==> src/pkg/pug_defines.svh <==
// register offsets, field positions, reset values of the pin unit global block
// assumes a 32-bit AXI4-Lite register bus with byte addresses
`ifndef PUG_DEFINES_SVH
`define PUG_DEFINES_SVH

`define PUG_ADDR_W 8
`define PUG_OFF_SUMMARY 8'h00
`define PUG_OFF_GLOBAL 8'h04
`define PUG_OFF_SCAN_IN 8'h08
`define PUG_OFF_SCAN_OUT 8'h0c
`define PUG_OFF_IRQ_STAT 8'h10
`define PUG_OFF_IRQ_MASK 8'h14
`define PUG_OFF_BANK0 8'h20
`define PUG_OFF_BANK_LAST 8'h3c

`define PUG_GLB_SWAP_BIT 0
`define PUG_GLB_CLKG_BIT 1
`define PUG_DIR_OVR_BIT 6
`define PUG_PULL_LSB 2
`define PUG_PULL_MSB 3
`define PUG_WEAK_BIT 4

`define PUG_GLB_MASK 16'h0003
`define PUG_SCAN_IN_MASK 16'h004c
`define PUG_SCAN_OUT_MASK 16'h0050
`define PUG_GLB_RESET 16'h0002
`define PUG_SCAN_IN_RESET 16'h0000
`define PUG_SCAN_OUT_RESET 16'h0000

`define PUG_PORTS 8
`define PUG_PINS 16

`endif

==> src/pkg/pug_pkg.sv <==
// types shared by the pin unit global block
// assumes nothing beyond the defines header
package pug_pkg;

    typedef enum logic [1:0] {
        PUG_PULL_OFF_A = 2'h0,
        PUG_PULL_OFF_B = 2'h1,
        PUG_PULL_DOWN = 2'h2,
        PUG_PULL_UP = 2'h3
    } pug_pull_t;

    typedef enum logic [1:0] {
        PUG_RESP_OKAY = 2'h0,
        PUG_RESP_SLVERR = 2'h2
    } pug_resp_t;

endpackage

==> src/hw/pug_flag_bank.sv <==
// pin event flags for all ports, set by event pulses, cleared by write-one
// assumes event pulses come from port logic on clk_i
`timescale 1ns/1ps
`include "pug_defines.svh"

module pug_flag_bank
    import pug_pkg::*;
#(
    parameter int PORTS = `PUG_PORTS,
    parameter int PINS = `PUG_PINS
) (
    input wire logic clk_i,
    input wire logic sys_rst_i,
    input wire logic ce_i,
    input wire logic [PORTS*PINS-1:0] pin_event_i,
    input wire logic clr_we_i,
    input wire logic [$clog2(PORTS)-1:0] clr_port_i,
    input wire logic [PINS-1:0] clr_mask_i,
    output logic [PORTS*PINS-1:0] pin_event_flag_o,
    output logic [PORTS-1:0] port_any_event_flag_o
);

    localparam int PW = $clog2(PORTS);

    genvar p;
    generate
        for (p = 0; p < PORTS; p++) begin : g_port
            // one register per port so each has a single writing process
            logic [PINS-1:0] flag_q;
            wire [PINS-1:0] ev = pin_event_i[p*PINS +: PINS];
            wire hit = clr_we_i && (clr_port_i == PW'(p));
            wire [PINS-1:0] clr = hit ? clr_mask_i : {PINS{1'b0}};
            // a new event in the clearing cycle survives
            wire [PINS-1:0] nxt = (flag_q & ~clr) | ev;
            always_ff @(posedge clk_i) begin
                if (sys_rst_i) begin
                    flag_q <= {PINS{1'b0}};
                end else if (ce_i) begin
                    flag_q <= nxt;
                end
            end
            assign pin_event_flag_o[p*PINS +: PINS] = flag_q;
            assign port_any_event_flag_o[p] = |flag_q;
        end
    endgenerate

endmodule

==> src/hw/pug_top.sv <==
// pin unit global control: flag summary, global setup, scan pin setup
// assumes AXI4-Lite master on clk_i, scan pads asynchronous to clk_i
`timescale 1ns/1ps
`include "pug_defines.svh"

module pug_top
    import pug_pkg::*;
#(
    parameter int PORTS = `PUG_PORTS,
    parameter int PINS = `PUG_PINS,
    parameter bit HAS_SWAP_PORT = 1'b1
) (
    input wire logic clk_i,
    input wire logic sys_rst_i,
    input wire logic ce_i,
    // axi4-lite slave
    input wire logic [`PUG_ADDR_W-1:0] s_axi_awaddr,
    input wire logic [2:0] s_axi_awprot,
    input wire logic s_axi_awvalid,
    output logic s_axi_awready,
    input wire logic [31:0] s_axi_wdata,
    input wire logic [3:0] s_axi_wstrb,
    input wire logic s_axi_wvalid,
    output logic s_axi_wready,
    output logic [1:0] s_axi_bresp,
    output logic s_axi_bvalid,
    input wire logic s_axi_bready,
    input wire logic [`PUG_ADDR_W-1:0] s_axi_araddr,
    input wire logic [2:0] s_axi_arprot,
    input wire logic s_axi_arvalid,
    output logic s_axi_arready,
    output logic [31:0] s_axi_rdata,
    output logic [1:0] s_axi_rresp,
    output logic s_axi_rvalid,
    input wire logic s_axi_rready,
    // pin event pulses from port logic on clk_i
    input wire logic [PORTS*PINS-1:0] pin_event_i,
    output logic [PORTS*PINS-1:0] pin_event_flag_o,
    output logic irq_o,
    // global controls
    output logic ext_bus_clock_gate_o,
    output logic port_swap_select_o,
    // scan data input pad
    input wire logic scan_in_pad_i,
    output logic scan_in_pad_o,
    output logic scan_in_pad_oe_o,
    output logic scan_in_pull_en_o,
    output logic scan_in_pull_up_o,
    output logic scan_in_func_en_o,
    output logic scan_in_data_o,
    // scan data output pad
    input wire logic scan_out_data_i,
    input wire logic scan_out_drive_i,
    input wire logic scan_out_pad_i,
    output logic scan_out_pad_o,
    output logic scan_out_pad_oe_o,
    output logic scan_out_weak_drive_o,
    output logic scan_out_func_en_o
);

    localparam int PW = $clog2(PORTS);

    // register state
    logic [15:0] glb_q;
    logic [15:0] sin_q;
    logic [15:0] sout_q;
    logic [PORTS-1:0] irq_stat_q;
    logic [PORTS-1:0] irq_mask_q;

    // write channel state
    logic aw_have_q;
    logic w_have_q;
    logic [`PUG_ADDR_W-1:0] aw_addr_q;
    logic [31:0] w_data_q;
    logic [3:0] w_strb_q;
    logic bvalid_q;
    logic [1:0] bresp_q;

    // read channel state
    logic rvalid_q;
    logic [31:0] rdata_q;
    logic [1:0] rresp_q;

    // pad synchronisers and registered pad drive
    logic sin_meta_q;
    logic sin_sync_q;
    logic sout_meta_q;
    logic sout_sync_q;
    logic sin_data_q;
    logic sout_pad_q;

    logic [PORTS-1:0] port_any;

    // handshakes
    wire aw_hs = s_axi_awvalid && s_axi_awready;
    wire w_hs = s_axi_wvalid && s_axi_wready;
    wire ar_hs = s_axi_arvalid && s_axi_arready;
    wire [`PUG_ADDR_W-1:0] wr_addr = aw_hs ? s_axi_awaddr : aw_addr_q;
    wire [31:0] wr_data = w_hs ? s_axi_wdata : w_data_q;
    wire [3:0] wr_strb = w_hs ? s_axi_wstrb : w_strb_q;
    wire aw_ok = aw_hs || aw_have_q;
    wire w_ok = w_hs || w_have_q;
    wire wr_fire = ce_i && aw_ok && w_ok && !bvalid_q;

    assign s_axi_awready = ce_i && !aw_have_q && !bvalid_q;
    assign s_axi_wready = ce_i && !w_have_q && !bvalid_q;
    assign s_axi_arready = ce_i && !rvalid_q;

    // byte lanes onto the 16-bit registers
    wire [15:0] lane_mask = {{8{wr_strb[1]}}, {8{wr_strb[0]}}};
    wire [15:0] wr_bits = wr_data[15:0] & lane_mask;

    // write decode
    wire wa_word = (wr_addr[1:0] == 2'h0);
    wire wa_summary = wa_word && (wr_addr == `PUG_OFF_SUMMARY);
    wire wa_global = wa_word && (wr_addr == `PUG_OFF_GLOBAL);
    wire wa_sin = wa_word && (wr_addr == `PUG_OFF_SCAN_IN);
    wire wa_sout = wa_word && (wr_addr == `PUG_OFF_SCAN_OUT);
    wire wa_stat = wa_word && (wr_addr == `PUG_OFF_IRQ_STAT);
    wire wa_mask = wa_word && (wr_addr == `PUG_OFF_IRQ_MASK);
    wire [`PUG_ADDR_W-1:0] wa_rel = wr_addr - `PUG_OFF_BANK0;
    wire [`PUG_ADDR_W-3:0] wa_idx = wa_rel[`PUG_ADDR_W-1:2];
    wire wa_bank_rng = (wr_addr >= `PUG_OFF_BANK0) && (wr_addr <= `PUG_OFF_BANK_LAST);
    wire wa_bank = wa_word && wa_bank_rng && (int'(wa_idx) < PORTS);
    wire wa_hit = wa_summary || wa_global || wa_sin || wa_sout || wa_stat || wa_mask
        || wa_bank;

    // read decode
    wire ra_word = (s_axi_araddr[1:0] == 2'h0);
    wire ra_summary = ra_word && (s_axi_araddr == `PUG_OFF_SUMMARY);
    wire ra_global = ra_word && (s_axi_araddr == `PUG_OFF_GLOBAL);
    wire ra_sin = ra_word && (s_axi_araddr == `PUG_OFF_SCAN_IN);
    wire ra_sout = ra_word && (s_axi_araddr == `PUG_OFF_SCAN_OUT);
    wire ra_stat = ra_word && (s_axi_araddr == `PUG_OFF_IRQ_STAT);
    wire ra_mask = ra_word && (s_axi_araddr == `PUG_OFF_IRQ_MASK);
    wire [`PUG_ADDR_W-1:0] ra_rel = s_axi_araddr - `PUG_OFF_BANK0;
    wire [`PUG_ADDR_W-3:0] ra_idx = ra_rel[`PUG_ADDR_W-1:2];
    wire ra_bank_rng = (s_axi_araddr >= `PUG_OFF_BANK0)
        && (s_axi_araddr <= `PUG_OFF_BANK_LAST);
    wire ra_bank = ra_word && ra_bank_rng && (int'(ra_idx) < PORTS);
    wire ra_hit = ra_summary || ra_global || ra_sin || ra_sout || ra_stat || ra_mask
        || ra_bank;

    // summary carries only the port bits, upper half reads zero
    wire [15:0] summary_val = {{(16-PORTS){1'b0}}, port_any};
    wire [PINS-1:0] bank_val = pin_event_flag_o[PW'(ra_idx)*PINS +: PINS];

    wire [15:0] rd_val =
        ra_summary ? summary_val :
        ra_global ? glb_q :
        ra_sin ? sin_q :
        ra_sout ? sout_q :
        ra_stat ? {{(16-PORTS){1'b0}}, irq_stat_q} :
        ra_mask ? {{(16-PORTS){1'b0}}, irq_mask_q} :
        ra_bank ? 16'(bank_val) :
        16'h0000;

    // flag clears reach the bank in the cycle the write completes
    wire bank_clr = wr_fire && wa_bank;

    pug_flag_bank #(
        .PORTS(PORTS),
        .PINS(PINS)
    ) u_flags (
        .clk_i(clk_i),
        .sys_rst_i(sys_rst_i),
        .ce_i(ce_i),
        .pin_event_i(pin_event_i),
        .clr_we_i(bank_clr),
        .clr_port_i(PW'(wa_idx)),
        .clr_mask_i(wr_bits[PINS-1:0]),
        .pin_event_flag_o(pin_event_flag_o),
        .port_any_event_flag_o(port_any)
    );

    // per-port event seen this cycle feeds the sticky status
    logic [PORTS-1:0] port_event;
    genvar g;
    generate
        for (g = 0; g < PORTS; g++) begin : g_evt
            assign port_event[g] = |pin_event_i[g*PINS +: PINS];
        end
    endgenerate

    wire [PORTS-1:0] stat_clr = (wr_fire && wa_stat) ? wr_bits[PORTS-1:0] : '0;
    // set beats clear so an event during the clear is kept
    wire [PORTS-1:0] irq_stat_d = (irq_stat_q & ~stat_clr) | port_event;

    // masked writes, reserved bits never stored
    wire [15:0] glb_d = (glb_q & ~lane_mask) | (wr_bits & `PUG_GLB_MASK);
    wire [15:0] sin_d = (sin_q & ~lane_mask) | (wr_bits & `PUG_SCAN_IN_MASK);
    wire [15:0] sout_d = (sout_q & ~lane_mask) | (wr_bits & `PUG_SCAN_OUT_MASK);

    always_ff @(posedge clk_i) begin
        if (sys_rst_i) begin
            glb_q <= `PUG_GLB_RESET;
            sin_q <= `PUG_SCAN_IN_RESET;
            sout_q <= `PUG_SCAN_OUT_RESET;
            irq_mask_q <= '0;
            irq_stat_q <= '0;
        end else if (ce_i) begin
            // summary writes fall through with no effect
            if (wr_fire && wa_global) begin
                glb_q <= glb_d;
            end
            if (wr_fire && wa_sin) begin
                sin_q <= sin_d;
            end
            if (wr_fire && wa_sout) begin
                sout_q <= sout_d;
            end
            if (wr_fire && wa_mask) begin
                irq_mask_q <= (irq_mask_q & ~lane_mask[PORTS-1:0]) | wr_bits[PORTS-1:0];
            end
            irq_stat_q <= irq_stat_d;
        end
    end

    // write channel: address and data in either order
    always_ff @(posedge clk_i) begin
        if (sys_rst_i) begin
            aw_have_q <= 1'b0;
            w_have_q <= 1'b0;
            aw_addr_q <= '0;
            w_data_q <= '0;
            w_strb_q <= '0;
            bvalid_q <= 1'b0;
            bresp_q <= PUG_RESP_OKAY;
        end else if (ce_i) begin
            if (wr_fire) begin
                aw_have_q <= 1'b0;
                w_have_q <= 1'b0;
                bvalid_q <= 1'b1;
                bresp_q <= wa_hit ? PUG_RESP_OKAY : PUG_RESP_SLVERR;
            end else begin
                if (aw_hs) begin
                    aw_have_q <= 1'b1;
                    aw_addr_q <= s_axi_awaddr;
                end
                if (w_hs) begin
                    w_have_q <= 1'b1;
                    w_data_q <= s_axi_wdata;
                    w_strb_q <= s_axi_wstrb;
                end
                if (bvalid_q && s_axi_bready) begin
                    bvalid_q <= 1'b0;
                end
            end
        end
    end

    // read channel: one cycle to data
    always_ff @(posedge clk_i) begin
        if (sys_rst_i) begin
            rvalid_q <= 1'b0;
            rdata_q <= '0;
            rresp_q <= PUG_RESP_OKAY;
        end else if (ce_i) begin
            if (ar_hs) begin
                rvalid_q <= 1'b1;
                rdata_q <= {16'h0000, rd_val};
                rresp_q <= ra_hit ? PUG_RESP_OKAY : PUG_RESP_SLVERR;
            end else if (rvalid_q && s_axi_rready) begin
                rvalid_q <= 1'b0;
            end
        end
    end

    assign s_axi_bvalid = bvalid_q;
    assign s_axi_bresp = bresp_q;
    assign s_axi_rvalid = rvalid_q;
    assign s_axi_rdata = rdata_q;
    assign s_axi_rresp = rresp_q;

    assign irq_o = |(irq_stat_q & irq_mask_q);

    // global controls
    // clock gate is an enable for the cell beside the bus unit, not a gated clock
    assign ext_bus_clock_gate_o = glb_q[`PUG_GLB_CLKG_BIT];
    // without the second port the swap stays at the default map
    assign port_swap_select_o = HAS_SWAP_PORT && glb_q[`PUG_GLB_SWAP_BIT];

    // scan input pin
    wire sin_ovr = sin_q[`PUG_DIR_OVR_BIT];
    pug_pull_t sin_pull;
    assign sin_pull = pug_pull_t'(sin_q[`PUG_PULL_MSB:`PUG_PULL_LSB]);
    wire sin_pull_on = (sin_pull == PUG_PULL_DOWN) || (sin_pull == PUG_PULL_UP);

    assign scan_in_pad_oe_o = sin_ovr;
    assign scan_in_pad_o = 1'b0;
    assign scan_in_func_en_o = !sin_ovr;
    assign scan_in_pull_en_o = sin_pull_on && !sin_ovr;
    assign scan_in_pull_up_o = (sin_pull == PUG_PULL_UP) && !sin_ovr;
    assign scan_in_data_o = sin_data_q;

    // scan output pin; while enabled the scan logic owns the drive
    wire sout_ovr = sout_q[`PUG_DIR_OVR_BIT];
    assign scan_out_func_en_o = !sout_ovr;
    assign scan_out_pad_oe_o = scan_out_drive_i && !sout_ovr;
    assign scan_out_pad_o = sout_pad_q;
    assign scan_out_weak_drive_o = sout_q[`PUG_WEAK_BIT] && scan_out_pad_oe_o;

    // pads are asynchronous, two flops before use
    always_ff @(posedge clk_i) begin
        if (sys_rst_i) begin
            sin_meta_q <= 1'b0;
            sin_sync_q <= 1'b0;
            sout_meta_q <= 1'b0;
            sout_sync_q <= 1'b0;
        end else if (ce_i) begin
            sin_meta_q <= scan_in_pad_i;
            sin_sync_q <= sin_meta_q;
            sout_meta_q <= scan_out_pad_i;
            sout_sync_q <= sout_meta_q;
        end
    end

    // overridden pins hand nothing to the scan logic
    always_ff @(posedge clk_i) begin
        if (sys_rst_i) begin
            sin_data_q <= 1'b0;
            sout_pad_q <= 1'b0;
        end else if (ce_i) begin
            sin_data_q <= sin_sync_q && !sin_ovr;
            sout_pad_q <= scan_out_data_i && !sout_ovr;
        end
    end

    // the scan-out pad level is ignored whatever the override says
    wire unused_ok = &{1'b0, sout_sync_q, s_axi_awprot, s_axi_arprot, s_axi_wdata[31:16],
        s_axi_wstrb[3:2], wr_data[31:16], wr_strb[3:2]};

endmodule

==> config.mk <==
export PLATFORM = sky130hd
export DESIGN_NAME = pug_top
export DESIGN_NICKNAME = d
export VERILOG_FILES = /design/src/pkg/pug_pkg.sv /design/src/hw/pug_flag_bank.sv /design/src/hw/pug_top.sv
export VERILOG_INCLUDE_DIRS = /design/src /design/src/pkg
export SDC_FILE = /design/constraint.sdc
export NUM_CORES = 1
export LEC_CHECK = 0
export ABC_AREA = 0
export ABC_CLOCK_PERIOD_IN_PS = 4800
export BUFFER_PORTS_ARGS = -buffer_cell sky130_fd_sc_hd__buf_4
export CAP_MARGIN = 20
export CELL_PAD_IN_SITES_DETAIL_PLACEMENT = 2
export CELL_PAD_IN_SITES_GLOBAL_PLACEMENT = 2
export CORE_ASPECT_RATIO = 1.25
export CORE_UTILIZATION = 30
export DETAILED_ROUTE_END_ITERATION = 10
export PLACE_DENSITY = 0.87
export SLEW_MARGIN = 20
export SYNTH_ARGS = -nofsm -noshare
export SYNTH_HDL_FRONTEND = slang
export SYNTH_SLANG_ARGS = --single-unit
==> constraint.sdc <==
create_clock -name clk_i -period 4.8 [get_ports clk_i]
set_input_delay 0.24 -clock clk_i [delete_from_list [all_inputs] [get_ports clk_i]]
set_output_delay 0.24 -clock clk_i [all_outputs]
set_load 0.02 [all_outputs]
* Yosys cells after proc, flatten, opt, wreduce, memory -nomap -nowiden
Cells that the tools add are included.
** Word-level totals
- Bits of input ports :: 198
- Logic and storage cells :: 233
- Output and inout bits :: 182
- Register bits after elaboration :: 246
** Operators by class
- Shifts and indexed selects :: 1
- Magnitude comparators :: 6
- Bitwise operators :: 40
- Equality and inequality tests :: 19
- Mux-type cells :: 29
- Reductions and logical operators :: 109
- $add $sub $neg :: 2
** Operator list (number)
- $mux W16 :: 16
- $reduce_or A16 Y1 :: 16
- $and A16 B16 Y16 :: 12
- $not A16 Y16 :: 9
- $or A16 B16 Y16 :: 8
- $shiftx A128 B8 Y16 :: 1
- $logic_and A1 B1 Y1 :: 51
- $eq A8 B4 Y1 const B :: 4
- $eq A8 B5 Y1 const B :: 4
- $or A16 B7 Y16 :: 2
- $and A8 B8 Y8 :: 3
- $reduce_and A2 Y1 :: 11
- $eq A8 B3 Y1 const B :: 2
- $ge A8 B6 Y1 const B :: 2
- $le A8 B6 Y1 const B :: 2
- $logic_not A8 Y1 :: 2
- $mux W8 :: 2
- $not A8 Y8 :: 2
- $or A16 B2 Y16 :: 1
- $or A8 B8 Y8 :: 2
- $sub A8 B6 Y8 const B :: 2
- $logic_or A1 B1 Y1 :: 15
- $eq A3 B3 Y1 const B :: 4
- $lt A6 B4 Y1 const B :: 2
- 11 further kinds :: 31

* Depth between registers and ports, before layout
- Word-level depth :: 15
- Depth in mapped cells :: 12
- Gate-level depth less buffers :: 9

* By module
A second synthesis with hierarchy kept.
** Unflattened totals
- Cell total of the unflattened synthesis :: 1404
- Area, all modules :: 12948.7 sq um
** Modules (own cells, without submodules)
- pug_top :: cells each 753, times used 1, area an instance 6909.1 sq um
- pug_flag_bank :: cells each 651, times used 1, area an instance 6039.5 sq um

* Worst setup path before layout
OpenSTA, ideal clock, no wires.
- Path type :: reg2reg
- From :: register bvalid_q, in the netlist s_axi_bvalid
- To :: register u_flags.g_port[7].flag_q[10]
- Stages on the path, launching flop included :: 13
- Path slack :: 1309 ps
- Data arrival time :: 3371 ps
- Setup time :: 120 ps
- Buffers on the path :: 3
- Data required time :: 4680 ps
- Cells stage by stage :: dfxtp_1 -> and4bb_2 -> buf_2 -> buf_2 -> mux2i_1 -> inv_1 -> ha_1 -> or2_2 -> or4_4 -> a211oi_4 -> nand2_2 -> buf_6 -> o31a_1
** On the way
- Cells in the longest elaborated chain, start to end :: 14
- Elaborated cells between the ends (all ways) :: 29
- Classes of those cells :: add/sub (1); order compare (3); eq/ne (1); mux (4); bitwise (4); reduce/logical (16)
** Ends and longest elaborated chain
- start, declared :: RTL line pug_top.sv:76 : logic bvalid_q;
- start signal, assigned :: RTL line pug_top.sv:227 : bvalid_q <= 1'b0;
- start signal, assigned :: RTL line pug_top.sv:233 : bvalid_q <= 1'b1;
- start signal, assigned :: RTL line pug_top.sv:246 : bvalid_q <= 1'b0;
- $logic_not A1 Y1 * :: RTL line pug_top.sv:105 : assign s_axi_awready = ce_i && !aw_have_q && !bvalid_q;
- $logic_and A1 B1 Y1 * :: RTL line pug_top.sv:105
- $logic_and A1 B1 Y1 * :: RTL line pug_top.sv:95 : wire aw_hs = s_axi_awvalid && s_axi_awready;
- $mux W8 *
- named net wr_addr[5] :: RTL line pug_top.sv:98 : wire [`PUG_ADDR_W-1:0] wr_addr = aw_hs ? s_axi_awaddr : aw_addr_q;
- parallel branches: the longest is 3 deep, another holds $sub A8 B6 Y8
- $logic_and A1 B1 Y1 * :: RTL line pug_top.sv:124 : wire wa_bank = wa_word && wa_bank_rng && (int'(wa_idx) < PORTS);
- $logic_and A1 B1 Y1 * :: RTL line pug_top.sv:159 : wire bank_clr = wr_fire && wa_bank;
- $logic_and A1 B1 Y1 * :: RTL line pug_flag_bank.sv:31 : wire hit = clr_we_i && (clr_port_i == PW'(p));
- $mux W16 * :: RTL line pug_flag_bank.sv:32 : wire [PINS-1:0] clr = hit ? clr_mask_i : {PINS{1'b0}};
- $not A16 Y16 * :: RTL line pug_flag_bank.sv:34 : wire [PINS-1:0] nxt = (flag_q & ~clr) | ev;
- $and A16 B16 Y16 * :: RTL line pug_flag_bank.sv:34
- $or A16 B16 Y16 * :: RTL line pug_flag_bank.sv:34
- end signal, assigned :: RTL line pug_flag_bank.sv:37 : flag_q <= {PINS{1'b0}};
- end signal, assigned :: RTL line pug_flag_bank.sv:39 : flag_q <= nxt;
- end, declared :: RTL line pug_flag_bank.sv:29 : logic [PINS-1:0] flag_q;
Mark *: on every way through the listed nets, which the timed path passes.
A chain may end at the register's enable or synchronous reset.

* Final worst setup path
- From :: register bvalid_q, in the netlist s_axi_bvalid
- To :: register u_flags.g_port[6].flag_q[15]
** On the way
- Cells in the longest elaborated chain, start to end :: 14
- Elaborated cells between the ends (all ways) :: 29
- Classes of those cells :: add/sub (1); order compare (3); eq/ne (1); mux (4); bitwise (4); reduce/logical (16)
** Ends and longest elaborated chain (RTL line)
- $logic_not A1 Y1 * :: pug_top.sv:105
- $logic_and A1 B1 Y1 * :: pug_top.sv:105
- $logic_and A1 B1 Y1 * :: pug_top.sv:95
- $mux W8 *
- named net wr_addr[5] :: pug_top.sv:98
- parallel branches: the longest is 3 deep, another holds $sub A8 B6 Y8
- $logic_and A1 B1 Y1 * :: pug_top.sv:124
- $logic_and A1 B1 Y1 * :: pug_top.sv:159
- $logic_and A1 B1 Y1 * :: pug_flag_bank.sv:31
- $mux W16 * :: pug_flag_bank.sv:32
- $not A16 Y16 * :: pug_flag_bank.sv:34
- $and A16 B16 Y16 * :: pug_flag_bank.sv:34
- $or A16 B16 Y16 * :: pug_flag_bank.sv:34
- end signal, assigned :: pug_flag_bank.sv:37
- end signal, assigned :: pug_flag_bank.sv:39
- end, declared :: pug_flag_bank.sv:29
Marks and branches as above.

==> implementation parameters <==
Parameter                              Value

Outcome
  Run status ... finished with violations
  Violations in the final reports ... negative hold slack

Floorplanning
  Floorplan die height ... 225 um
  Effective utilization at floorplan ... 0.304
  Std-Cell Rows ... 81
  Horizontal extent of the die ... 180 um
  Number of I/O pins ... 380
  Die Outline Area ... 40600 sq um
  Core region area ... 39200 sq um

CTS
  Clock Tree Buf Depth ... 3
  Clock transition at the register clock pins on the worst setup and hold paths after CTS ... 0.09 ns
  Max H-tree Level ... 1
  Clock network latency to the later pin of the worst-skew pair ... 0.64 ns
  Library cell used as clock root buffer ... sky130_fd_sc_hd__clkbuf_16
  Number of buffers created by CTS ... 27
  Number of clock sinks seen by CTS ... 244
  Clock tree from TritonCTS ... done

Detailed routing
  WL/cell ... 32.8 um
  Total wire length after detailed routing ... 74.9 mm
  DRC violation count after routing ... 0
  Drt via density ... 6.37
  Number of detailed-routing iterations run before antenna repair ... 5
  Antenna viol nets, final ... 0
  Iteration-0 DRC count of the detailed router ... 1391
  Vias ... 14500

Final layout
  Area occupied by multi-input gates ... 6570 sq um
  Number of nets in the finished design ... 1962
  Synthesis-to-layout area growth ... 41.2%
  Fraction of the core area covered by cells at the end of the flow ... 0.430
  Fill cells ... 4138
  Share of cells above drive strength 1 ... 0.252
  Storage cell area ... 4880 sq um

Synthesis
  Most used DFF post-synth ... sky130_fd_sc_hd__dfxtp_1
  Mapped Cells ... 1350
  Number of enable-type register cells in the synthesized netlist ... 0
  Synthesized area ... 11900 sq um
  Synthesized flop and latch total ... 244
  Most area-hungry cell type in the Yosys netlist ... sky130_fd_sc_hd__dfxtp_1
  Share of the yosys chip area belonging to registers ... 0.409
  Largest cells by area after synthesis ... sky130_fd_sc_hd__dfxtp_1, sky130_fd_sc_hd__a21oi_1, sky130_fd_sc_hd__mux4_2
  Post-synthesis average cell area ... 8.85 sq um
  Synth warn ... 0
  Share of synthesized flip-flops with an asynchronous set or reset ... 0
  Top cell type's share of synthesized area ... 0.409
  Unique cell type count in the Yosys netlist ... 58

Placed design
  IO Port Bufs ... 335
  Gp weighted congestion ... 0.912
  Dpl hpwl ... 45.1 mm

Timing
  Worst clock skew ... 0.0683 ns
  Total setup violations reported at the end of the flow ... 0
  RSZ-0062 raised after global routing ... false
  Max-slew violation count ... 0
  Maximum clock rate ... 0.252 GHz
  Slew at the pin closest to its max-slew limit ... 1.13 ns
  Min cycle time layout ... 3.97 ns
  Setup Total Neg Slack ... 0 ns
  Worst slew margin relative to its limit ... 0.250
  Hold slack ... -0.0251 ns
  Portion of the clock cycle consumed by the worst path in the final layout ... 0.827
  Final number of hold-violating endpoints ... 6

Setup path
  Crit path required time ... 5.31 ns
  Critical Path Source Type ... flip-flop
  Largest driver fanout on the critical path ... 21
  Critical path class ... flip-flop to flip-flop
  Endpoint arrival time on the critical path ... 4.48 ns
  Number of cell instances on the worst register-to-register path ... 9
  Endpoint kind of the worst setup timing path ... flip-flop

Flow run
  Max_cap viols ... 0

Pwr
  Lkg Pwr ... 6.79 nW
  Max IR drop VDD ... 0.243 mV
  Total power per unit cell area ... 328 nW/um^2

Min path
  Hold Crit Depth ... 3
  Worst min path class ... primary input to flip-flop

GRT
  Number of global-route vias before repair ... 15900
  Initial antenna violation count ... 7
  Global-route wire length before repair ... 109 mm
  Maximum number of pins on one net before global-route repair ... 168
  Aggregate global routing overflow ... 0
  Total track usage ... 0.360
[synthesized netlist by cell type, drive strengths merged (5+ instances only)]
| cell | count |
|---|---|
| dfxtp | 244 |
| a21oi | 196 |
| nor2 | 153 |
| o31a | 81 |
| clkbuf | 74 |
| nand2 | 70 |
| nor4 | 65 |
| a211oi | 60 |
| and2 | 44 |
| buf | 38 |
| mux2i | 38 |
| mux4 | 32 |
| nand3 | 23 |
| o21ai | 19 |
| nand4 | 18 |
| and3 | 17 |
| a31oi | 16 |
| nand2b | 16 |
| inv | 14 |
| nand3b | 13 |
| a22oi | 12 |
| a221oi | 9 |
| o21a | 9 |
| a22o | 8 |
| o221ai | 8 |
| o22ai | 8 |
| o31ai | 8 |
| a32o | 7 |
| nor2b | 6 |
| a21o | 5 |
| or4 | 5 |
[critical path: stages (launching register included)]
cell and delay, ns:
sky130_fd_sc_hd__dfxtp_1 0.39, sky130_fd_sc_hd__and4bb_2 0.68, sky130_fd_sc_hd__mux2i_1 0.35, sky130_fd_sc_hd__inv_1 0.07, sky130_fd_sc_hd__ha_1 0.30, sky130_fd_sc_hd__or2_2 0.31, sky130_fd_sc_hd__or4_4 0.55, sky130_fd_sc_hd__a211oi_4 0.47
sky130_fd_sc_hd__nand2_2 0.38, sky130_fd_sc_hd__o31a_1 0.38
[repair_timing]
| action | 4_1_cts | 5_1_grt |
|---|---|---|
| buffers inserted | 0 | 0 |
| hold buffers | 113 | 0 |
| gates resized for setup | 0 | 0 |
| endpoints found under the hold margin | 113 | 0 |
[placed cells by master (no fill, tap or decap), types with 23 or more instances in the layout]
| cell | Yosys | final |
|---|---|---|
| sky130_fd_sc_hd__nor2_1 | 153 | 153 |
| sky130_fd_sc_hd__mux4_2 | 32 | 32 |
| sky130_fd_sc_hd__mux2i_1 | 38 | 38 |
| sky130_fd_sc_hd__nand2_1 | 68 | 68 |
| sky130_fd_sc_hd__buf_4 | 19 | 361 |
| sky130_fd_sc_hd__and2_1 | 44 | 44 |
| sky130_fd_sc_hd__o31a_1 | 81 | 81 |
| sky130_fd_sc_hd__dfxtp_1 | 244 | 244 |
| sky130_fd_sc_hd__dlygate4sd3_1 | 0 | 113 |
| sky130_fd_sc_hd__nor4_1 | 65 | 65 |
| sky130_fd_sc_hd__clkbuf_16 | 0 | 27 |
| sky130_fd_sc_hd__a21oi_1 | 195 | 195 |
| sky130_fd_sc_hd__nand3_1 | 23 | 23 |
| sky130_fd_sc_hd__a211oi_1 | 59 | 59 |
[metrics by stage]
| stage | instances | area, sq um | total power, mW | setup WS (ns) | hold WS (ns) |
|---|---|---|---|---|---|
| finish | 2282 | 16900 | 5.54 | 0.830 | -0.0251 |
| global route | 2281 | 16900 | 5.64 | 0.604 | 0.00186 |
| CTS | 2277 | 16800 | 5.36 | 0.950 | 0.000523 |
| detailed placement | 2117 | 14900 | 3.24 | 0.934 | 0.438 |
| global placement | 2117 | 14900 | 3.20 | 1.04 | 0.432 |
| floorplan | 1368 | 12000 | 2.74 | 1.31 | 0.376 |
[cells by family after synthesis]
logic type | Yosys count | share of synthesized area
other cells | 1 | 0.000314
mux | 72 | 0.0941
flops | 244 | 0.409
simple gates | 447 | 0.190
buf+inv | 126 | 0.0480
fa+ha+maj | 3 | 0.00314
compound gates | 457 | 0.256
[where the power goes]
group          switching (mW)  internal, mW  leakage [nW]  total [mW]
logic                   0.654         0.456          4.37        1.11
registers               0.169          2.12          2.00        2.29
clock network           0.996          1.15         0.418        2.14
total                    1.82          3.72          6.79        5.54
[final timing paths]
path / from / slack, ns / to
worst max-delay path: s_axi_bvalid / 0.83 / u_flags.g_port[6].flag_q[15]
worst min-delay path: pin_event_i[94] / -0.03 / u_flags.g_port[5].flag_q[14]
worst max register to register: s_axi_bvalid / 0.83 / u_flags.g_port[6].flag_q[15]
worst min register to register: w_data_q[13] / 0.47 / w_data_q[13]
[layout make-up]
| type | count | area share |
|---|---|---|
| Clock inverter | 5 | 0.00237 |
| Tap cell | 498 | 0.0370 |
| Multi-Input combinational cell | 998 | 0.390 |
| Timing Repair Buffer | 476 | 0.230 |
| Antenna cell | 5 | 0.000742 |
| Sequential cell | 244 | 0.290 |
| Clock buffer | 42 | 0.0476 |
| Inverter | 14 | 0.00312 |
[per-layer routing]
layer,wire length (um),track usage,vias to the layer above
li1,-,-,5902
met1,26500,0.396,7246
met2,35500,0.601,1021
met3,7010,0.0905,361
met4,5860,0.268,2
met5,9,0,-
[registers in the layout, indices dropped and copies added (netlist names), 2 cells and up, named ones only]
register,flops
aw_addr_q,8
glb_q,14
irq_stat_q,8
s_axi_rdata,16
sin_q,13
sout_q,14
u_flags.g_port.flag_q,128
w_data_q,16
w_strb_q,2
Power figures use the tool's default switching activity.
